--- src/srs_pkg.sv ---
// Purpose: shared constants for the startup and reset release sequencer
// Assumes: one 10 MHz core clock
// Notes:   times are kept in their printed unit, cycle counts are derived
package srs_pkg;
    // core clock
    localparam int CLK_PERIOD_NS   = 100;
    // power-up reset hold, typical and earliest release, in microseconds
    localparam int POR_TYP_US      = 3000;
    localparam int POR_MIN_US      = 1500;
    // delay from release to clock request, in microseconds
    localparam int CLKREQ_DLY_US   = 120;
    // least time spent asleep after release, in microseconds
    localparam int SLEEP_MIN_US    = 4200;
    // derived counts; the least times round up
    localparam int POR_TYP_CYC     = (POR_TYP_US * 1000) / CLK_PERIOD_NS;
    localparam int POR_MIN_CYC     = (POR_MIN_US * 1000 + CLK_PERIOD_NS - 1) / CLK_PERIOD_NS;
    localparam int CLKREQ_CYC      = (CLKREQ_DLY_US * 1000) / CLK_PERIOD_NS;
    localparam int SLEEP_MIN_CYC   = (SLEEP_MIN_US * 1000 + CLK_PERIOD_NS - 1) / CLK_PERIOD_NS;
    // width of the sequence counters
    localparam int CNT_W           = 16;
    // edges needed inside the window before a clock counts as running
    localparam int ACT_MIN_EDGES   = 4;
    // sequencer states
    typedef enum logic [1:0] {
        SRS_ST_HOLD  = 2'b00,   // global reset held
        SRS_ST_SLEEP = 2'b01,   // released, asleep, clocks settling
        SRS_ST_RUN   = 2'b10    // clocks chosen, boot may start
    } srs_state_t;
endpackage

--- src/srs_act_if.sv ---
// Purpose: carrier between the sequencer and a clock activity detector
// Assumes: lvl is already synchronised to the core clock
// Notes:   one instance per watched clock
`timescale 1ns/1ps
interface srs_act_if;
    logic lvl;      // synchronised level of the watched clock
    logic win;      // detection window open
    logic clr;      // forget edges and verdict
    logic active;   // enough edges seen in the window
    modport det (input lvl, input win, input clr, output active);
    modport ctl (output lvl, output win, output clr, input active);
endinterface

--- src/srs_act_det.sv ---
// Purpose: decides whether a slow clock input is toggling
// Assumes: lvl comes from a two-stage synchroniser in the caller
// Notes:   verdict holds after the window closes until clr
`timescale 1ns/1ps
module srs_act_det
    import srs_pkg::*;
#(
    parameter int MIN_EDGES = ACT_MIN_EDGES  // edges needed for a verdict
) (
    input  wire logic CLK,
    input  wire logic ARST_N,
    srs_act_if.det    act
);
    localparam int EW = $clog2(MIN_EDGES + 1);

    logic          prev_reg;     // last level, for edge detection
    logic          prev_next;
    logic [EW-1:0] edges_reg;    // saturating rising-edge count
    logic [EW-1:0] edges_next;
    logic          active_reg;   // verdict
    logic          active_next;

    // next-value logic: count rising edges only inside the window
    always_comb begin
        prev_next   = act.lvl;
        edges_next  = edges_reg;
        active_next = active_reg;
        if (act.clr) begin
            edges_next  = '0;
            active_next = 1'b0;
        end else if (act.win) begin
            // saturate so a fast clock cannot wrap the count
            if (act.lvl && !prev_reg && edges_reg != EW'(MIN_EDGES)) begin
                edges_next = edges_reg + EW'(1);
            end
            active_next = (edges_reg == EW'(MIN_EDGES));
        end
    end

    // registers
    always_ff @(posedge CLK or negedge ARST_N) begin
        if (!ARST_N) begin
            prev_reg   <= 1'b0;
            edges_reg  <= '0;
            active_reg <= 1'b0;
        end else begin
            prev_reg   <= prev_next;
            edges_reg  <= edges_next;
            active_reg <= active_next;
        end
    end

    assign act.active = active_reg;
endmodule

--- src/srs_startup_seq.sv ---
// Purpose: startup and reset release sequencer of the transceiver
// Assumes: CORE_SUPPLY_OK is high while the core supply is above 0.8 V
// Notes:   all pin inputs pass two flip-flops before any logic reads them
// Operation
// [RULE1] hold reset while pin or power-up reset
// [RULE2] power-up reset lasts 3 ms, never below 1.5
// [RULE3] start from pin reset or from power-up
// [RULE4] clock request about 120 us after release
// [RULE5] stay asleep at least 4.2 ms
// [RULE6] outside clocks stable by end of sleep
// [RULE7] no reference oscillator means crystal is used
// [RULE8] idle slow input means internal oscillator
// [RULE9] combined release synchronised to core clock
`timescale 1ns/1ps
module srs_startup_seq
    import srs_pkg::*;
#(
    parameter int POR_CYC   = POR_TYP_CYC,    // power-up reset hold in cycles
    parameter int SLEEP_CYC = SLEEP_MIN_CYC   // sleep length in cycles
) (
    input  wire logic CLK,
    input  wire logic ARST_N,
    input  wire logic RESET_PIN_N,
    input  wire logic CORE_SUPPLY_OK,
    input  wire logic REF_OSC_IN,
    input  wire logic SLOW_SLEEP_CLOCK_IN,
    output logic      CHIP_RST_N,
    output logic      CLK_REQ,
    output logic      SLEEP,
    output logic      BOOT_GO,
    output logic      USE_REF_OSC,
    output logic      CRYSTAL_EN,
    output logic      USE_EXT_SLOW_CLK
);
    logic [3:0]     sync1_reg;      // first stage, read only by sync2_reg
    logic [3:0]     sync2_reg;      // second stage: pin, supply, ref, slow
    logic           pin_ok;         // external reset released
    logic           supply_ok;      // core supply above threshold
    logic           por_reg;        // internal power-up reset asserted
    logic           por_next;
    logic [CNT_W-1:0] por_cnt_reg;  // time since supply came up
    logic [CNT_W-1:0] por_cnt_next;
    logic           rel_reg;        // combined release, on the core clock
    logic           rel_next;
    srs_state_t     state_reg;
    srs_state_t     state_next;
    logic [CNT_W-1:0] cnt_reg;      // time since release
    logic [CNT_W-1:0] cnt_next;
    logic           req_reg;        // clock request
    logic           req_next;
    logic           use_ref_reg;    // run from the outside oscillator
    logic           use_ref_next;
    logic           use_slow_reg;   // run from the outside slow clock
    logic           use_slow_next;
    logic           win;            // detection window during sleep

    srs_act_if ref_act ();
    srs_act_if slow_act ();

    // two-stage synchronisers for every pin input
    always_ff @(posedge CLK or negedge ARST_N) begin
        if (!ARST_N) begin
            sync1_reg <= 4'h0;
            sync2_reg <= 4'h0;
        end else begin
            sync1_reg <= {SLOW_SLEEP_CLOCK_IN, REF_OSC_IN, CORE_SUPPLY_OK, RESET_PIN_N};
            sync2_reg <= sync1_reg;
        end
    end
    assign pin_ok    = sync2_reg[0];
    assign supply_ok = sync2_reg[1];

    // power-up reset: restarts whenever the supply dips
    always_comb begin
        por_next     = por_reg;
        por_cnt_next = por_cnt_reg;
        if (!supply_ok) begin
            por_next     = 1'b1;
            por_cnt_next = '0;
        end else if (por_reg) begin
            if (por_cnt_reg == CNT_W'(POR_CYC - 1)) begin
                por_next = 1'b0;                          // [RULE2]
            end else begin
                por_cnt_next = por_cnt_reg + CNT_W'(1);
            end
        end
    end

    // release only when the later of both resets lets go
    always_comb begin
        rel_next = pin_ok && !por_reg;                    // [RULE1] [RULE3]
    end

    // clock detection window covers the second half of sleep, where
    // outside clocks are promised to run
    assign win          = (state_reg == SRS_ST_SLEEP) &&
                          (cnt_reg >= CNT_W'(SLEEP_CYC / 2)); // [RULE6]
    assign ref_act.lvl  = sync2_reg[2];
    assign ref_act.win  = win;
    assign ref_act.clr  = (state_reg == SRS_ST_HOLD);
    assign slow_act.lvl = sync2_reg[3];
    assign slow_act.win = win;
    assign slow_act.clr = (state_reg == SRS_ST_HOLD);

    // sequence: hold, sleep with clock request, then run
    always_comb begin
        state_next    = state_reg;
        cnt_next      = cnt_reg;
        req_next      = req_reg;
        use_ref_next  = use_ref_reg;
        use_slow_next = use_slow_reg;
        if (!rel_reg) begin
            // any reset pulls the whole sequence back
            state_next    = SRS_ST_HOLD;                  // [RULE1]
            cnt_next      = '0;
            req_next      = 1'b0;
            use_ref_next  = 1'b0;
            use_slow_next = 1'b0;
        end else begin
            unique case (state_reg)
                SRS_ST_HOLD: begin
                    state_next = SRS_ST_SLEEP;            // [RULE3]
                    cnt_next   = '0;
                end
                SRS_ST_SLEEP: begin
                    cnt_next = cnt_reg + CNT_W'(1);
                    if (cnt_reg == CNT_W'(CLKREQ_CYC - 1)) begin
                        req_next = 1'b1;                  // [RULE4]
                    end
                    if (cnt_reg == CNT_W'(SLEEP_CYC - 1)) begin
                        state_next    = SRS_ST_RUN;       // [RULE5]
                        use_ref_next  = ref_act.active;   // [RULE7]
                        use_slow_next = slow_act.active;  // [RULE8]
                    end
                end
                SRS_ST_RUN: begin
                    // hold choices until the next reset
                    state_next = SRS_ST_RUN;
                end
                default: begin
                    state_next = SRS_ST_HOLD;
                end
            endcase
        end
    end

    // registers; async reset forces constants only
    always_ff @(posedge CLK or negedge ARST_N) begin
        if (!ARST_N) begin
            por_reg      <= 1'b1;
            por_cnt_reg  <= '0;
            rel_reg      <= 1'b0;
            state_reg    <= SRS_ST_HOLD;
            cnt_reg      <= '0;
            req_reg      <= 1'b0;
            use_ref_reg  <= 1'b0;
            use_slow_reg <= 1'b0;
        end else begin
            por_reg      <= por_next;
            por_cnt_reg  <= por_cnt_next;
            rel_reg      <= rel_next;                     // [RULE9]
            state_reg    <= state_next;
            cnt_reg      <= cnt_next;
            req_reg      <= req_next;
            use_ref_reg  <= use_ref_next;
            use_slow_reg <= use_slow_next;
        end
    end

    // detectors for the reference and the slow clock
    srs_act_det u_ref_det (
        .CLK    (CLK),
        .ARST_N (ARST_N),
        .act    (ref_act)
    );
    srs_act_det u_slow_det (
        .CLK    (CLK),
        .ARST_N (ARST_N),
        .act    (slow_act)
    );

    // outputs, all from flip-flops or their direct decode
    assign CHIP_RST_N       = rel_reg;
    assign CLK_REQ          = req_reg;
    assign SLEEP            = (state_reg == SRS_ST_SLEEP);
    assign BOOT_GO          = (state_reg == SRS_ST_RUN);
    assign USE_REF_OSC      = use_ref_reg;
    assign CRYSTAL_EN       = !use_ref_reg;
    assign USE_EXT_SLOW_CLK = use_slow_reg;

    // helper: cycles the supply has stood high, saturating
    logic [CNT_W-1:0] sup_run_reg;
    logic [CNT_W-1:0] sup_run_next;

    // helper next value; saturation keeps a long run from wrapping to zero
    always_comb begin
        sup_run_next = sup_run_reg;
        if (!supply_ok) begin
            sup_run_next = '0;
        end else if (sup_run_reg != '1) begin
            sup_run_next = sup_run_reg + CNT_W'(1);
        end
    end

    // helper register
    always_ff @(posedge CLK or negedge ARST_N) begin
        if (!ARST_N) begin
            sup_run_reg <= '0;
        end else begin
            sup_run_reg <= sup_run_next;
        end
    end
endmodule

--- config.mk ---
export PLATFORM = sky130hd
export DESIGN_NAME = srs_startup_seq
export DESIGN_NICKNAME = d
export VERILOG_FILES = /design/src/srs_pkg.sv /design/src/srs_act_if.sv /design/src/srs_act_det.sv /design/src/srs_startup_seq.sv
export SDC_FILE = /design/constraint.sdc
export NUM_CORES = 1
export LEC_CHECK = 0
export BUFFER_PORTS_ARGS = -buffer_cell sky130_fd_sc_hd__clkbuf_2
export CAP_MARGIN = 10
export CORE_ASPECT_RATIO = 1.1
export CORE_MARGIN = 2
export CORE_UTILIZATION = 55
export CTS_CLUSTER_SIZE = 16
export DETAILED_ROUTE_END_ITERATION = 8
export PLACE_DENSITY_LB_ADDON = 0.2
export SKIP_CTS_REPAIR_TIMING = 1
export SLEW_MARGIN = 20
export SYNTH_ARGS = -nofsm -noshare
export SYNTH_HDL_FRONTEND = slang
export SYNTH_HIERARCHICAL = 1
export SYNTH_SLANG_ARGS = --single-unit
--- constraint.sdc ---
create_clock -name CLK -period 2.5 [get_ports CLK]
set_input_delay 0.125 -clock CLK [delete_from_list [all_inputs] [get_ports CLK]]
set_output_delay 0.125 -clock CLK [all_outputs]
set_load 0.05 [all_outputs]
==> out/results.ini <==
[setup_path]
crit_buf_inv=2
crit_path_end_kind=flop
crit_type=reg -> reg
worstPathMaxFanout=8
path_delay_family=compound AO/OA/AOI/OAI gates
crit_chain=inv_1 > ha_1 > o21ai_0 > a21oi_1 > buf_4 > nand2_1 > a211oi_2 > mux2_1
r2r_slack_ps=420
path_depth=8
crit_path_start_kind=flop
cp.required_ps=2710
rr_startpoint=state_reg[1]
crit_arrival_ps=2290
ff2ff_path_depth=8
critical_path.slowest_cell=dfrtp_1
max_stage_delay_ps=400
r2r_end=u_slow_det/edges_reg[0]

[grt]
grt_usage_pct=20.81
grt-ovfl-total=0
grt_pass1_vias=2133
grt_max_degree=58
grt_pass1_wl_mm=9.625
grt_antenna_before_repair=0

[clock_network]
numClockSinks=57
cts_tree=built
htree_levels=3
clk_latency_ps=330
cts_buffer_depth=2
clkTransAtPathRegs_ps=70
clock-root-buffer=clkbuf_8
cts_buffers=9

[place]
placed_cell_area_mm2=0.003107
dp_hpwl_mm=3.818
port_buffers=12
place_congestion=0.8335

[route]
drt-total-wl_mm=5.647
wl_per_cell_um=13.87
drcViolationCount=0
firstDrtPassIters=7
dr.first_iter.drc_count=138
ant_nets=0
vias=2290
viasPerCell=5.627

[yosys]
synth_xor_area_share_pct=2.055
yosysMostFrequentCell=dfrtp_1
postSynthCellCount=308
synth_compound_area_share_pct=13.13
muxShareOfSynthArea_pct=3.775
synth_fa_ha_area_share_pct=4.614
syn_area_mm2=0.002983
yosys.area_share.simple_pct=24.04
synthFlopType=dfrtp_1
avgSynthCellArea_um2=9.685
syn-num-nets=325
synth_cell_type_count=52
netlist_top_cells_area=dfrtp_1 47%, nand2_1 5.8%, ha_1 4.6%
ys_ff_latch=57
ys_warn_count=6
ys_async_sr_fraction_pct=100.0
synth_top_family_by_area=simple AND/OR/NAND/NOR gates
ys_seq_area_share_pct=47.86
synth_top_cells_by_count=56 x dfrtp_1, 46 x nand2_1, 18 x inv_1
synth_edf_count=0
synth_top_area_share_pct=46.98
yosysTopAreaCell=dfrtp_1

[die]
die_area_mm2=0.006029
io-pin-count=13
num_rows=28
die_w_um=74.22
core_mm2=0.005290
start_util_pct=56.39
die_h_um=81.24

[cells_and_area]
antenna-diode-count=0
post-route-cell-area_mm2=0.003376
utilization_pct=63.81
area_growth_syn_to_layout_pct=13.17
drive_above_1_share_pct=12.65
fin_nets=344
nFillCells=413

[power]
p_leak_nw=1.479
irDropWorstVdd_mv=0.4332
p_per_area_mw_per_mm2=587.7
total_power_mw=1.984

[sta]
hold_viol=56
final_max_slew_viol_count=0
layout_min_cycle_time_ps=2081
hold_slack_ps=-73.02
timing.final.crit_share_pct=83.24
final.setup_skew_ps=6.092
clock.fmax_mhz=480.6
rsz0062_at_grt=false
slew_headroom_pct=53.11
worst_slew_pin_slew_ps=703.3
setup_viol=0
fin_tns_setup_ps=0

[min_path]
hold_path_class=in -> async

[run_status]
status=finished with violations
violations=negative hold slack

[job]
drv_cap=0

## layer usage
layer,up-vias,share of wire (%),GRT usage [%]
met2,46,49,32.59
met1,1089,47,28.06
met3,7,2.9,3.598
met5,-,0,0
met4,0,1.3,9.821
li1,1148,-,-
## logic make-up after synthesis
group | count (synthesis)
buffers and inverters | 31
XOR/XNOR | 7
multiplexers | 11
AO/OA/AOI/OAI | 57
AND/OR/NAND/NOR | 134
adder cells (fa/ha/maj) | 11
flip-flops | 57
## how the worst max path moves through the flow
stage / endpoint / slack (ps) / startpoint
floorplan: u_ref_det/edges_reg[0] / 140 / state_reg[1]
global placement: u_slow_det/edges_reg[0] / 570 / state_reg[1]
detailed placement: u_slow_det/edges_reg[0] / 470 / state_reg[1]
CTS: u_slow_det/edges_reg[0] / 440 / state_reg[1]
global route: u_slow_det/edges_reg[0] / 270 / state_reg[1]
finish: u_slow_det/edges_reg[0] / 420 / state_reg[1]
## cells in the final DEF (no fill, tap or decap), types with 10 or more instances in the layout
cell type   n
clkbuf_8   11
nand2_1    46
nand3_1    16
clkbuf_2   12
ha_1       11
nor2_1     15
nor4_1     10
o21ai_0    13
dfrtp_1    56
inv_1      18
## worst reg2reg max path: cells and delay by family (launching register included)
family	cells	cell delay [ps]
compound gates	3	590
flops	1	400
mux	1	360
buf+inv	2	300
fa+ha+maj	1	280
simple gates	1	60
## stage by stage
stage	instances	hold slack, ps	setup WS (ps)
2_1_floorplan	308	-170.6	139.6
3_3_place_gp	387	233.1	565.0
3_5_place_dp	387	234.6	470.1
4_1_cts	403	-111.1	438.7
5_1_grt	407	15.00	265.7
6_report	407	-73.02	419.1
## layout make-up
| cell class | instances | area (um^2) | share of cell area (%) |
|---|---|---|---|
| flip-flops and latches | 57 | 1428 | 42.29 |
| multi-input cells | 220 | 1420 | 42.07 |
| clock buffers | 11 | 151.4 | 4.485 |
| repair buffers | 21 | 137.6 | 4.077 |
| well taps | 75 | 93.84 | 2.780 |
| clock inverters | 5 | 77.57 | 2.298 |
| inverters | 18 | 67.56 | 2.001 |
## report_power, final
| group | internal [mW] | total, mW | switching, mW |
|---|---|---|---|
| combinational | 0.0227 | 0.0583 | 0.0356 |
| clock | 0.612 | 0.972 | 0.360 |
| sequential | 0.939 | 0.954 | 0.0152 |
(Power assumes the default switching activity.)
